`config.mk`:
```
export PLATFORM = sky130hd
export DESIGN_NAME = ibri_top
export DESIGN_NICKNAME = d
export VERILOG_FILES = /design/src/logic/ibri_pkg.sv /design/src/logic/ibri_sync.sv /design/src/logic/ibri_top.sv
export SDC_FILE = /design/constraint.sdc
export NUM_CORES = 1
export LEC_CHECK = 0
export ABC_AREA = 1
export ABC_CLOCK_PERIOD_IN_PS = 2800
export BUFFER_PORTS_ARGS = -buffer_cell sky130_fd_sc_hd__buf_2
export CORE_MARGIN = 3
export CORE_UTILIZATION = 50
export DETAILED_ROUTE_END_ITERATION = 8
export PLACE_DENSITY_LB_ADDON = 0.08
export SLEW_MARGIN = 20
export SYNTH_ARGS = -nofsm -noshare
export SYNTH_HDL_FRONTEND = slang
export SYNTH_HIERARCHICAL = 1
export SYNTH_SLANG_ARGS = --single-unit
```
`constraint.sdc`:
```
create_clock -name clock -period 2.8 [get_ports clock]
set_clock_uncertainty 0.2 [all_clocks]
set_input_delay 0.7 -clock clock [delete_from_list [all_inputs] [get_ports clock]]
set_output_delay 0.7 -clock clock [all_outputs]
set_load 0.005 [all_outputs]
```
`src/logic/ibri_pkg.sv`:
```
// constants and state codes of the remote interface
// assumes a single 10 MHz clock and synchronous active-low reset
package ibri_pkg;

   localparam int CLK_HZ     = 10_000_000;
   // data settle time before data valid
   localparam int SETTLE_NS  = 2000;
   localparam int SETTLE_CYC = (SETTLE_NS * (CLK_HZ / 1_000_000) + 999) / 1000;
   localparam logic [7:0] SETTLE_LOAD = 8'(SETTLE_CYC - 1);

   // register byte addresses
   localparam logic [7:0] OFF_CTRL   = 8'h00;
   localparam logic [7:0] OFF_STATUS = 8'h04;
   localparam logic [7:0] OFF_RXDATA = 8'h08;
   localparam logic [7:0] OFF_TXDATA = 8'h0c;
   localparam logic [7:0] OFF_STB    = 8'h10;
   localparam logic [7:0] OFF_SRE    = 8'h14;
   localparam logic [7:0] OFF_EVENT  = 8'h18;
   localparam logic [7:0] OFF_IMASK  = 8'h1c;
   localparam logic [7:0] OFF_ENMASK = 8'h20;

   // values after reset
   localparam logic [4:0]  ADDR_RST      = 5'h01;
   localparam logic        COMPAT_RST    = 1'b0;
   localparam logic        LANG_RST      = 1'b0;
   localparam logic [14:0] MASK_INIT_OFF = 15'h0000;
   localparam logic [14:0] MASK_INIT_ON  = 15'h7fff;

   // bus commands under attention, low seven bits
   localparam logic [6:0] CMD_GTL  = 7'h01;
   localparam logic [6:0] CMD_SDC  = 7'h04;
   localparam logic [6:0] CMD_LLO  = 7'h11;
   localparam logic [6:0] CMD_DCL  = 7'h14;
   localparam logic [6:0] CMD_SPE  = 7'h18;
   localparam logic [6:0] CMD_SPD  = 7'h19;
   localparam logic [6:0] CMD_UNL  = 7'h3f;
   localparam logic [6:0] CMD_UNT  = 7'h5f;
   localparam logic [6:0] LAD_BASE = 7'h20;
   localparam logic [6:0] TAD_BASE = 7'h40;

   localparam logic [7:0] CHAR_LF = 8'h0a;
   localparam logic [7:0] CHAR_CR = 8'h0d;

   // status byte bit positions
   localparam int STB_ISUM = 0;
   localparam int STB_MAV  = 4;
   localparam int STB_RQS  = 6;

   // event bit positions
   localparam int EV_RX    = 0;
   localparam int EV_LINE  = 1;
   localparam int EV_DCLR  = 2;
   localparam int EV_TXOK  = 3;
   localparam int EV_REM   = 4;
   localparam int EV_SPOLL = 5;
   localparam int EV_W     = 6;

   typedef enum logic [3:0] {
      AH_IDLE  = 4'b0001,
      AH_READY = 4'b0010,
      AH_TAKEN = 4'b0100,
      AH_WAIT  = 4'b1000
   } ibri_ah_t;

   typedef enum logic [2:0] {
      SH_IDLE   = 3'b001,
      SH_SETTLE = 3'b010,
      SH_WAIT   = 3'b100
   } ibri_sh_t;

endpackage : ibri_pkg

```
`src/logic/ibri_sync.sv`:
```
// two-flop synchroniser for the bus pin inputs
// assumes inputs are asynchronous levels; idle bus lines are high
`timescale 1ns/100ps
`default_nettype none
module ibri_sync #(
   parameter int         W    = 1,
   parameter logic [W-1:0] IDLE = '1
) (
   input  wire logic         clock,
   input  wire logic         rstn,
   input  wire logic [W-1:0] d,
   output var  logic [W-1:0] q
);
   logic [W-1:0] meta;

   always_ff @(posedge clock) begin
      if (!rstn) begin
         meta <= IDLE;
         q    <= IDLE;
      end else begin
         meta <= d;
         q    <= meta;
      end
   end
endmodule : ibri_sync
`default_nettype wire

```
`src/logic/ibri_top.sv`:
```
// talker/listener end of the instrument bus with register slave
// assumes active-low asynchronous open-drain bus pins; panel inputs on clock
//
// Behaviour
// - two-value compatibility setting, toggled locally
// - device clear resets power modules only in compatibility mode
// - instrument summary reaches status byte only with compatibility off
// - power-on enable mask is 0; compatibility mode is always off when the mask loads after reset
// - command language selection is held for the parser
// - full source and acceptor three-wire handshakes, byte by byte
// - talker, serial poll, unaddressed by own listen address
// - listener, unaddressed by own talk address
// - service request line driven while an enabled condition exists
// - local mode runs panel keys; own listen address makes it remote
// - in remote, light indicator and block all keys except local
// - local lockout also blocks the local key until controller or power-on
// - universal and selected device clear both act as device clear
// - line ends on end flag, CR or LF; a line feed is then appended unless the last byte was LF
//
// Register access over Avalon-MM and the placing of the registers were decided locally.
`timescale 1ns/100ps
`default_nettype none
module ibri_top
   import ibri_pkg::*;
(
   input  wire logic        clock,
   input  wire logic        rstn,
   input  wire logic [7:0]  avs_address,
   input  wire logic        avs_read,
   input  wire logic        avs_write,
   input  wire logic [31:0] avs_writedata,
   output var  logic [31:0] avs_readdata,
   output var  logic        avs_waitrequest,
   output var  logic        irq,
   input  wire logic [7:0]  dio_n_in,
   input  wire logic        dav_n_in,
   input  wire logic        nrfd_n_in,
   input  wire logic        ndac_n_in,
   input  wire logic        eoi_n_in,
   input  wire logic        atn_n_in,
   input  wire logic        ifc_n_in,
   input  wire logic        ren_n_in,
   output var  logic        od_level,
   output var  logic [7:0]  dio_oe,
   output var  logic        dav_oe,
   output var  logic        nrfd_oe,
   output var  logic        ndac_oe,
   output var  logic        eoi_oe,
   output var  logic        srq_oe,
   input  wire logic        panel_key_valid,
   input  wire logic        panel_key_local,
   input  wire logic        compat_toggle,
   input  wire logic        lang_toggle,
   output var  logic        panel_key_pass,
   output var  logic        remote_led,
   output var  logic        lockout,
   output var  logic        compat_mode,
   output var  logic        cmd_lang,
   output var  logic        module_reset
);
   import ibri_pkg::*;

   function automatic logic [6:0] addr_cmd(input logic [6:0] base, input logic [4:0] a);
      addr_cmd = base | {2'b00, a};
   endfunction : addr_cmd

   function automatic logic is_term(input logic [7:0] b);
      is_term = (b == CHAR_LF) || (b == CHAR_CR);
   endfunction : is_term

   logic [14:0]       pin_q;
   logic [4:0]        my_addr;
   logic              talker;
   logic              listener;
   logic              spe;
   logic              remote_d;
   logic [7:0]        rx_byte;
   logic              rx_end;
   logic              rx_full;
   logic              lf_pending;
   logic [7:0]        tx_byte;
   logic              tx_eoi;
   logic              tx_full;
   logic              sh_poll;
   logic [7:0]        stb_sw;
   logic [7:0]        sre;
   logic [14:0]       en_mask;
   logic [EV_W-1:0]   ev;
   logic [EV_W-1:0]   ev_mask;
   logic [EV_W-1:0]   ev_set;
   logic              por_done;
   logic              rd_pop;
   logic [31:0]       rd_mux;
   logic [7:0]        cap_byte;
   logic              cap_eoi;
   logic              cap_atn;
   logic [7:0]        settle_cnt;
   ibri_ah_t          ah_state;
   ibri_sh_t          sh_state;

   ibri_sync #(.W(15)) u_sync (
      .clock (clock),
      .rstn  (rstn),
      .d     ({ren_n_in, ifc_n_in, atn_n_in, eoi_n_in, ndac_n_in, nrfd_n_in, dav_n_in, dio_n_in}),
      .q     (pin_q)
   );

   // bus lines are active low; these are the asserted senses
   wire logic [7:0] bus_data = ~pin_q[7:0];
   wire logic       dav      = ~pin_q[8];
   wire logic       nrfd     = ~pin_q[9];
   wire logic       ndac     = ~pin_q[10];
   wire logic       eoi      = ~pin_q[11];
   wire logic       atn      = ~pin_q[12];
   wire logic       ifc      = ~pin_q[13];
   wire logic       ren      = ~pin_q[14];

   wire logic       req      = avs_read | avs_write;
   wire logic       take     = req & ~avs_waitrequest;
   wire logic       wr       = take & avs_write;
   wire logic       got      = (ah_state == AH_TAKEN);
   wire logic       cmd      = got & cap_atn;
   wire logic [6:0] cbyte    = cap_byte[6:0];
   wire logic       rx_room  = ~rx_full & ~lf_pending;
   wire logic       ah_on    = atn | listener;
   wire logic       sh_abort = atn | ~talker | ifc;
   wire logic       sh_sent  = (sh_state == SH_WAIT) & ~ndac & ~sh_abort;
   wire logic       pop      = take & avs_read & rd_pop;
   wire logic       dclr     = cmd & ((cbyte == CMD_DCL) | ((cbyte == CMD_SDC) & listener));
   wire logic       data_in  = got & ~cap_atn & listener;

   // instrument summary dropped in compatibility mode
   // data-available bit follows the pending response byte
   logic [7:0] stb_core;
   always_comb begin
      stb_core = stb_sw;
      stb_core[STB_RQS] = 1'b0;
      stb_core[STB_MAV] = tx_full;
      if (compat_mode) begin
         stb_core[STB_ISUM] = 1'b0;
      end
   end
   wire logic srq_cond = |(stb_core & sre);

   always_ff @(posedge clock) begin
      if (!rstn) begin
         compat_mode <= COMPAT_RST;
         cmd_lang    <= LANG_RST;
      end else begin
         if (compat_toggle) begin
            compat_mode <= ~compat_mode;
         end
         if (lang_toggle) begin
            cmd_lang <= ~cmd_lang;
         end
      end
   end

   // mask load just after reset, per current mode
   always_ff @(posedge clock) begin
      if (!rstn) begin
         por_done <= 1'b0;
         en_mask  <= MASK_INIT_OFF;
      end else if (!por_done) begin
         por_done <= 1'b1;
         en_mask  <= compat_mode ? MASK_INIT_ON : MASK_INIT_OFF;
      end else if (wr && avs_address == OFF_ENMASK) begin
         en_mask <= avs_writedata[14:0];
      end
   end

   // commands never wait; data waits for room
   // acceptor handshake
   always_ff @(posedge clock) begin
      if (!rstn) begin
         ah_state <= AH_IDLE;
         nrfd_oe  <= 1'b0;
         ndac_oe  <= 1'b0;
         cap_byte <= 8'h00;
         cap_eoi  <= 1'b0;
         cap_atn  <= 1'b0;
      end else begin
         case (ah_state)
            AH_IDLE: begin
               if (!ah_on) begin
                  nrfd_oe <= 1'b0;
                  ndac_oe <= 1'b0;
               end else if (atn || rx_room) begin
                  ndac_oe  <= 1'b1;
                  nrfd_oe  <= 1'b0;
                  ah_state <= AH_READY;
               end else begin
                  ndac_oe <= 1'b1;
                  nrfd_oe <= 1'b1;
               end
            end
            AH_READY: begin
               if (!ah_on || (!atn && !rx_room)) begin
                  nrfd_oe  <= ah_on;
                  ah_state <= AH_IDLE;
               end else if (dav) begin
                  nrfd_oe  <= 1'b1;
                  cap_byte <= bus_data;
                  cap_eoi  <= eoi;
                  cap_atn  <= atn;
                  ah_state <= AH_TAKEN;
               end
            end
            AH_TAKEN: begin
               ndac_oe  <= 1'b0;
               ah_state <= AH_WAIT;
            end
            AH_WAIT: begin
               if (!dav) begin
                  ndac_oe  <= ah_on;
                  ah_state <= AH_IDLE;
               end
            end
            default: ah_state <= AH_IDLE;
         endcase
      end
   end

   // addressing and serial poll state
   always_ff @(posedge clock) begin
      if (!rstn || ifc) begin
         talker   <= 1'b0;
         listener <= 1'b0;
         spe      <= 1'b0;
      end else if (cmd) begin
         if (cbyte == addr_cmd(LAD_BASE, my_addr)) begin
            listener <= 1'b1;
            talker   <= 1'b0;
         end else if (cbyte == addr_cmd(TAD_BASE, my_addr)) begin
            talker   <= 1'b1;
            listener <= 1'b0;
         end else if (cbyte == CMD_UNL) begin
            listener <= 1'b0;
         end else if (cbyte[6:5] == 2'b10) begin
            // other talk address or untalk
            talker <= 1'b0;
         end else if (cbyte == CMD_SPE) begin
            spe <= 1'b1;
         end else if (cbyte == CMD_SPD) begin
            spe <= 1'b0;
         end
      end
   end

   // remote enable low overrides everything
   always_ff @(posedge clock) begin
      if (!rstn || !ren) begin
         remote_led <= 1'b0;
         lockout    <= 1'b0;
      end else begin
         if (cmd && cbyte == addr_cmd(LAD_BASE, my_addr)) begin
            remote_led <= 1'b1;
         end else if (cmd && cbyte == CMD_GTL && listener) begin
            remote_led <= 1'b0;
         end else if (panel_key_valid && panel_key_local && !lockout) begin
            // local key honoured only without lockout
            remote_led <= 1'b0;
         end
         if (cmd && cbyte == CMD_LLO) begin
            lockout <= 1'b1;
         end
      end
   end

   // keys reach the panel logic only in local
   // power module reset only in compatibility mode
   always_ff @(posedge clock) begin
      if (!rstn) begin
         panel_key_pass <= 1'b0;
         module_reset   <= 1'b0;
         srq_oe         <= 1'b0;
         remote_d       <= 1'b0;
         od_level       <= 1'b0;
      end else begin
         panel_key_pass <= panel_key_valid & ~remote_led;
         module_reset   <= dclr & compat_mode;
         srq_oe         <= srq_cond;
         remote_d       <= remote_led;
         od_level       <= 1'b0;
      end
   end

   // appended line feed reuses the receive slot
   always_ff @(posedge clock) begin
      if (!rstn || dclr) begin
         rx_byte    <= 8'h00;
         rx_end     <= 1'b0;
         rx_full    <= 1'b0;
         lf_pending <= 1'b0;
      end else if (data_in) begin
         rx_byte    <= cap_byte;
         rx_end     <= cap_eoi | is_term(cap_byte);
         rx_full    <= 1'b1;
         lf_pending <= (cap_eoi | is_term(cap_byte)) & (cap_byte != CHAR_LF);
      end else if (lf_pending && (!rx_full || pop)) begin
         rx_byte    <= CHAR_LF;
         rx_end     <= 1'b1;
         rx_full    <= 1'b1;
         lf_pending <= 1'b0;
      end else if (pop) begin
         rx_full <= 1'b0;
      end
   end

   // attention or untalk withdraws the byte
   // source handshake
   always_ff @(posedge clock) begin
      if (!rstn) begin
         sh_state   <= SH_IDLE;
         dio_oe     <= 8'h00;
         dav_oe     <= 1'b0;
         eoi_oe     <= 1'b0;
         sh_poll    <= 1'b0;
         settle_cnt <= 8'h00;
      end else if (sh_abort || sh_sent) begin
         sh_state <= SH_IDLE;
         dio_oe   <= 8'h00;
         dav_oe   <= 1'b0;
         eoi_oe   <= 1'b0;
      end else begin
         case (sh_state)
            SH_IDLE: begin
               if (spe || tx_full) begin
                  dio_oe     <= spe ? (stb_core | {1'b0, srq_cond, 6'h00}) : tx_byte;
                  eoi_oe     <= ~spe & tx_eoi;
                  sh_poll    <= spe;
                  settle_cnt <= SETTLE_LOAD;
                  sh_state   <= SH_SETTLE;
               end
            end
            SH_SETTLE: begin
               if (settle_cnt != 8'h00) begin
                  settle_cnt <= settle_cnt - 8'h01;
               end else if (!nrfd) begin
                  dav_oe   <= 1'b1;
                  sh_state <= SH_WAIT;
               end
            end
            SH_WAIT: sh_state <= SH_WAIT;
            default: sh_state <= SH_IDLE;
         endcase
      end
   end

   // transmit holding byte
   always_ff @(posedge clock) begin
      if (!rstn || dclr) begin
         tx_byte <= 8'h00;
         tx_eoi  <= 1'b0;
         tx_full <= 1'b0;
      end else if (wr && avs_address == OFF_TXDATA) begin
         tx_byte <= avs_writedata[7:0];
         tx_eoi  <= avs_writedata[8];
         tx_full <= 1'b1;
      end else if (sh_sent && !sh_poll) begin
         tx_full <= 1'b0;
      end
   end

   // software registers
   always_ff @(posedge clock) begin
      if (!rstn) begin
         my_addr <= ADDR_RST;
         stb_sw  <= 8'h00;
         sre     <= 8'h00;
         ev_mask <= '0;
      end else if (wr) begin
         if (avs_address == OFF_CTRL) begin
            my_addr <= avs_writedata[4:0];
         end else if (avs_address == OFF_STB) begin
            stb_sw <= avs_writedata[7:0];
         end else if (avs_address == OFF_SRE) begin
            sre <= avs_writedata[7:0];
         end else if (avs_address == OFF_IMASK) begin
            ev_mask <= avs_writedata[EV_W-1:0];
         end
      end
   end

   // events: a set in the clearing cycle survives
   always_comb begin
      ev_set           = '0;
      ev_set[EV_RX]    = data_in;
      ev_set[EV_LINE]  = data_in & (cap_eoi | is_term(cap_byte));
      ev_set[EV_DCLR]  = dclr;
      ev_set[EV_TXOK]  = sh_sent & ~sh_poll;
      ev_set[EV_REM]   = remote_led ^ remote_d;
      ev_set[EV_SPOLL] = sh_sent & sh_poll;
   end

   always_ff @(posedge clock) begin
      if (!rstn) begin
         ev  <= '0;
         irq <= 1'b0;
      end else begin
         if (wr && avs_address == OFF_EVENT) begin
            ev <= (ev & ~avs_writedata[EV_W-1:0]) | ev_set;
         end else begin
            ev <= ev | ev_set;
         end
         irq <= |(ev & ev_mask);
      end
   end

   always_comb begin
      rd_mux = 32'h0000_0000;
      if (avs_address == OFF_CTRL) begin
         rd_mux[6:0] = {cmd_lang, compat_mode, my_addr};
      end else if (avs_address == OFF_STATUS) begin
         rd_mux[9:0] = {srq_cond, tx_full, lf_pending, rx_full, spe, lockout, remote_led, listener, talker,
                        ren};
      end else if (avs_address == OFF_RXDATA) begin
         rd_mux[9:0] = {rx_full, rx_end, rx_byte};
      end else if (avs_address == OFF_STB) begin
         rd_mux[7:0] = stb_core | {1'b0, srq_cond, 6'h00};
      end else if (avs_address == OFF_SRE) begin
         rd_mux[7:0] = sre;
      end else if (avs_address == OFF_EVENT) begin
         rd_mux[EV_W-1:0] = ev;
      end else if (avs_address == OFF_IMASK) begin
         rd_mux[EV_W-1:0] = ev_mask;
      end else if (avs_address == OFF_ENMASK) begin
         rd_mux[14:0] = en_mask;
      end
   end

   // one wait cycle; transmit write stalls while a byte is pending
   always_ff @(posedge clock) begin
      if (!rstn) begin
         avs_waitrequest <= 1'b1;
         avs_readdata    <= 32'h0000_0000;
         rd_pop          <= 1'b0;
      end else if (req && avs_waitrequest && !(avs_write && avs_address == OFF_TXDATA && tx_full)) begin
         avs_waitrequest <= 1'b0;
         avs_readdata    <= avs_read ? rd_mux : 32'h0000_0000;
         rd_pop          <= avs_read && avs_address == OFF_RXDATA && rx_full;
      end else begin
         avs_waitrequest <= 1'b1;
         rd_pop          <= 1'b0;
      end
   end

endmodule : ibri_top
`default_nettype wire
```
# Word-level counts from Yosys, hierarchy flattened
# Index checks and enable logic that the tools add are counted.
# totals
inputBits,63
romBits,0
word_cells,284
out_inout_bits,54
ram_bits,0
latch_bits,0
mem_count,0
register_bits,184
# classes
addsub,1
eq_ne,38
div_mod_pow,0
bitwise,61
mux,75
n_reduce_logical,66
n_shift,0
magnitude_cmp,0
n_mul,0
# ops
cell,count
2-to-1 mux 15 bit,12
2-to-1 mux 8 bit,8
"== test 8 x 4 -> 1 bit, second input constant",4
"== test 8 x 5 -> 1 bit, second input constant",4
2-to-1 mux 1 bit,30
"== test 7 x 5 -> 1 bit, second input constant",4
NOT 1 bit,27
2-to-1 mux 7 bit,3
2-to-1 mux 10 bit,2
2-to-1 mux 4 bit,5
bitwise AND 1 bit,19
logical AND 1 bit,18
2-to-1 mux 6 bit,3
2-to-1 mux 9 bit,2
AND reduction 3 bit,6
case mux 4 bit (4 select lines),1
case mux 8 bit (2 select lines),1
nonzero test 3 bit,5
bitwise AND 6 bit,2
bitwise OR 6 bit,2
AND reduction 2 bit,6
AND reduction 4 bit,3
2-to-1 mux 5 bit,2
"!= test 2 bit, second input constant",5
39 further kinds,67

# Longest topological paths before layout
# logic_depth
depth_word,17
depth_mapped,12
depth_no_buf,11

# By module
# The synthesis kept the hierarchy.
# by_module_without_submodules
module,seq_area_each_um2,n_inst,area_per_inst_um2,cells_per_inst
ibri_top,2702.6,1,6591.3,916
ibri_sync,600.6,1,859.6,93

# Least setup slack after synthesis
# Ideal clock, no wire load.
# synth_path
path_kind,input to register
from,input port avs_address[1]
to,register stb_sw[7]
required_time_ns,2.479
path_buffers,0
slack_ns,0.769
setup_time_ns,0.121
path_stages,6
arrival_ns,1.709
path_cell_list,nor2_1 nand2_2 nor2_1 nand2_1 o21ai_0 a21oi_1
# synth_between
elab_chain_cells,3
# synth_lines
element,line,rtl
start: declaration,ibri_top.sv:28,"input wire logic [7:0] avs_address,"
logical NOT 8 bit,ibri_top.sv:373,if (avs_address == OFF_CTRL) begin
NOT 1 bit (no source line),n/a,
AND reduction 3 bit (no source line) *,n/a,
end signal: assignment,ibri_top.sv:376,stb_sw <= avs_writedata[7:0];
end: declaration,ibri_top.sv:85,logic [7:0] stb_sw;
# Every way passes the cells marked *; elsewhere a longest branch is shown, timed or not.
# A chain may end at the register's enable or synchronous reset.

# Worst setup path in the final report
# layout_path
from,input port avs_address[5]
to,register avs_readdata[7]
# layout_between
elab_chain_cells,17
# layout_lines
element,line,rtl
== test 8 x 6 -> 1 bit,ibri_top.sv:427,end else if (avs_address == OFF_ENMASK) begin
2-to-1 mux 15 bit,ibri_top.sv:427,
2-to-1 mux 15 bit,ibri_top.sv:425,end else if (avs_address == OFF_IMASK) begin
2-to-1 mux 15 bit,ibri_top.sv:423,end else if (avs_address == OFF_EVENT) begin
2-to-1 mux 15 bit,ibri_top.sv:421,end else if (avs_address == OFF_SRE) begin
2-to-1 mux 15 bit,ibri_top.sv:419,end else if (avs_address == OFF_STB) begin
2-to-1 mux 15 bit,ibri_top.sv:417,end else if (avs_address == OFF_RXDATA) begin
2-to-1 mux 15 bit,ibri_top.sv:414,end else if (avs_address == OFF_STATUS) begin
2-to-1 mux 15 bit,ibri_top.sv:412,if (avs_address == OFF_CTRL) begin
2-to-1 mux 9 bit,ibri_top.sv:425,
2-to-1 mux 9 bit,ibri_top.sv:423,
2-to-1 mux 8 bit,ibri_top.sv:421,
2-to-1 mux 8 bit,ibri_top.sv:419,
2-to-1 mux 10 bit,ibri_top.sv:417,
2-to-1 mux 10 bit,ibri_top.sv:414,
2-to-1 mux 8 bit,ibri_top.sv:412,
2-to-1 mux 15 bit,ibri_top.sv:440,avs_readdata <= avs_read ? rd_mux : 32'h0000_0000;
end signal: assignment,ibri_top.sv:440,
end: declaration,ibri_top.sv:32,"output var logic [31:0] avs_readdata,"
# Several ways; a longest one is shown, not always the timed one. The select of a mux whose other input is x is not followed.

==> metrics.md <==
| Metric | Value |
|---|---|
| Crit-path max FO | 14 |
| Seq/Total Area, Yosys | 44.3% |
| Syn avg cell area | 7.38 um^2 |
| Tcrit/Tclk final | 76.9% |
| Maxcap violations | 0 |
| Max-slew violation count | 0 |
| RSZ-0062 raised after global routing | false |
| Post-CTS Resized | 0 |
| DIE AREA | 16400 um^2 |
| DR WL/cell | 14.3 um |
| Largest net degree at the start of global routing | 88 |
| Cell Count, Final, Fillers Out | 1278 |
| Worst Hold Class | flip-flop to flip-flop |
| Achievable Freq | 465 MHz |
| Die X | 128 um |
| Critical-path cell list | buf_2 -> inv_2 -> nand2_2 -> nor2_4 -> nand2_2 -> o21ai_0 -> o21ai_1 -> nand2_1 -> a21oi_2 |
| Via density | 5.12 |
| Peak supply drop | 0.444 mV |
| ANT nets after route | 0 |
| Post-CTS setup buffers | 0 |
| Worst endpoint data arrival time | 2260 ps |
| Setup violators final | 0 |
| Fin. Hold Viols | 0 |
| Cell count after synthesis | 1009 |
| LEAKAGE | 3.81 nW |
| Core Region | 14200 um^2 |
| Combinational family with the most area after synthesis | simple AND/OR/NAND/NOR gates |
| Mux cell area share after synthesis | 0% |
| Worst path most repeated cell | nand2_2 |
| Num CTS Buffers | 17 |
| Vias in the first global route | 5792 |
| GRT Total Usage | 22.3% |
| Hold-fix buffers at CTS | 0 |
| 1st-iter DRT viols | 581 |
| Post-route minimum period | 2150 ps |
| Critical path's top delay family | compound AO/OA/AOI/OAI gates |
| CTS H-Tree Depth | 4 |
| EDFF count, synth | 0 |
| Cell area after synthesis | 7450 um^2 |
| P per Cell Area | 592 nW/um^2 |
| Crit-path max cell delay | 480 ps |
| Final Net Count | 1149 |
| Yosys reg bits | 165 |
| Pin slew with the least headroom to its limit | 811 ps |
| Placed Area | 7890 um^2 |
| Synth Area in Compound Gates | 15.8% |
| CP Launch Type | primary input |
| Worst path buffer plus inverter count | 2 |
| Clk sinks | 165 |
| Routability cong. | 0.930 |
| Critical Path RT | 2910 ps |
| Worst skew pair latency | 430 ps |
| DPL Wire Length | 13000 um |
| Synth Flop Type | dfxtp_1 |
| CTS tree | built |
| Post-Synth XOR/XNOR Area | 1.65% |
| Ys Warns | 6 |
| Global route total overflow | 0 |
| First-pass GRT wire length | 29200 um |
| Initial antenna violation count | 0 |
| Vias | 6537 |
| Starting density of the core | 52.5% |
| Final core utilization | 59.6% |
| Final wirelength | 18200 um |
| Adder-cell share of the synthesized area | 0.168% |
| Hold WS | 200 ps |
| Final setup TNS | 0 ps |
| Row count | 43 |
| Post-synth cell types | 43 |
| Layout cells sized above 1 | 16.9% |
| Post-route design area | 8470 um^2 |
| Dpl cells | 1246 |
| Crit Path Class | primary input to flip-flop |
| Worst-path clk slew | 60 ps |
| Post-synth ARST share | 0% |
| Status | completed |
| Ant diodes | 0 |
| # DRC | 0 |
| I/O Buffers | 81 |
| Maximum buffer depth of the clock tree | 2 |
| Worst Setup End Kind | flip-flop |
| Die Y | 128 um |
| Slew HR | 45.9% |
| Worst path slowest cell | o21ai_0 |
| CTS root buf | clkbuf_16 |
| First-pass DRT Iterations | 6 |
| IO Pins | 117 |
| Area growth from synthesis to layout | 13.7% |
| Simple-gate area share of the yosys netlist | 26.8% |
## stage by stage
stage                     worst slack, ps  power [mW]
after floorplan                       769        2.70
after global placement                360        2.77
after detailed placement              338        2.78
after CTS                             695        5.05
after global routing                  572        5.19
final                                 648        5.01
## area by class of cell
cell class	count	area, um^2
Clock buffer	20	447
Multi-Input combinational cell	677	3380
Tap cell	180	225
Inverter	132	495
Timing Repair Buffer	92	488
Sequential cell	165	3300
Clock inverter	12	129
Fill cell	1412	5730
## sequential cells by signal, summed over array words and instances, names as in the netlist, 3 cells and up
register,flops
ah_state,4
avs_readdata,15
cap_byte,8
dio_oe,8
en_mask,15
ev,6
ev_mask,6
my_addr,5
rx_byte,8
settle_cnt,8
sh_state,3
sre,8
stb_sw,6
tx_byte,8
u_sync/meta,15
u_sync/q,15
## metal layers
metal | track usage (%) | wire, um | up-vias
met1 | 32.1 | 8790 | 2954
met4 | 6.55 | 214 | 0
li1 | - | - | 3376
met2 | 33.8 | 8190 | 187
met5 | 0 | 0 | -
met3 | 4.71 | 1040 | 20
## cell usage in the layout, fill, tap and decap left out, types with 12 or more instances in the layout
master,instances
buf_2,81
nand2_1,208
nand4_1,12
a31oi_1,15
a21oi_1,105
nand3_1,59
dfxtp_1,165
nand2_2,18
nor2_1,88
o21ai_0,67
inv_1,117
clkbuf_16,17
conb_1,18
## worst register-to-register path: stages, from the launching register on
cell,delay (ps)
dfxtp_1,350
inv_1,80
nor3_1,180
nand2_1,180
nor2_1,280
clkinv_1,330
a21oi_1,210
## final timing paths
check / start / to / slack [ps] / depth (start not counted)
max: avs_address[5] / avs_readdata[7]$_SDFFE_PN0P_ / 650 / 9
min: u_sync/meta[11]$_SDFF_PN1_ / u_sync/q[11]$_SDFF_PN1_ / 200 / 2
max reg2reg: talker$_SDFFE_PP0P_ / dio_oe[5]$_SDFFE_PP0P_ / 900 / 6
min reg2reg: u_sync/meta[11]$_SDFF_PN1_ / u_sync/q[11]$_SDFF_PN1_ / 200 / 2
## logic make-up (layout without fill, tap and decap cells)
kind of cell / Yosys count / in the layout
adder cells (fa/ha/maj): 1 / 1
AO/OA/AOI/OAI: 216 / 216
AND/OR/NAND/NOR: 428 / 428
XOR/XNOR: 14 / 14
flip-flops: 165 / 165
other: 1 / 18
buffers and inverters: 184 / 256
## cells in the mapped netlist (all sizes together), types with 2 or more instances
library cell,count,area share [%]
xnor2,7,0.82
nand4,12,1.0
o211ai,5,0.50
buf,34,3.6
nand3b,6,0.60
a21oi,117,8.6
nand3,62,4.6
xor2,7,0.82
nor2,100,6.6
clkinv,4,0.20
a31oi,15,1.3
o22ai,2,0.17
dfxtp,165,44
nand2,229,12
nor3,13,1.1
inv,128,6.4
clkbuf,18,0.92
nor4,4,0.34
o21ai,73,4.9
## where the power goes
group / internal (mW) / total [mW] / switching (mW) / leakage [nW]
logic: 0.0976 / 0.301 / 0.204 / 2.19
clock network: 1.33 / 2.29 / 0.954 / 0.276
registers: 2.40 / 2.42 / 0.0249 / 1.34
total: 3.83 / 5.01 / 1.18 / 3.81
(Power assumes the default switching activity.)
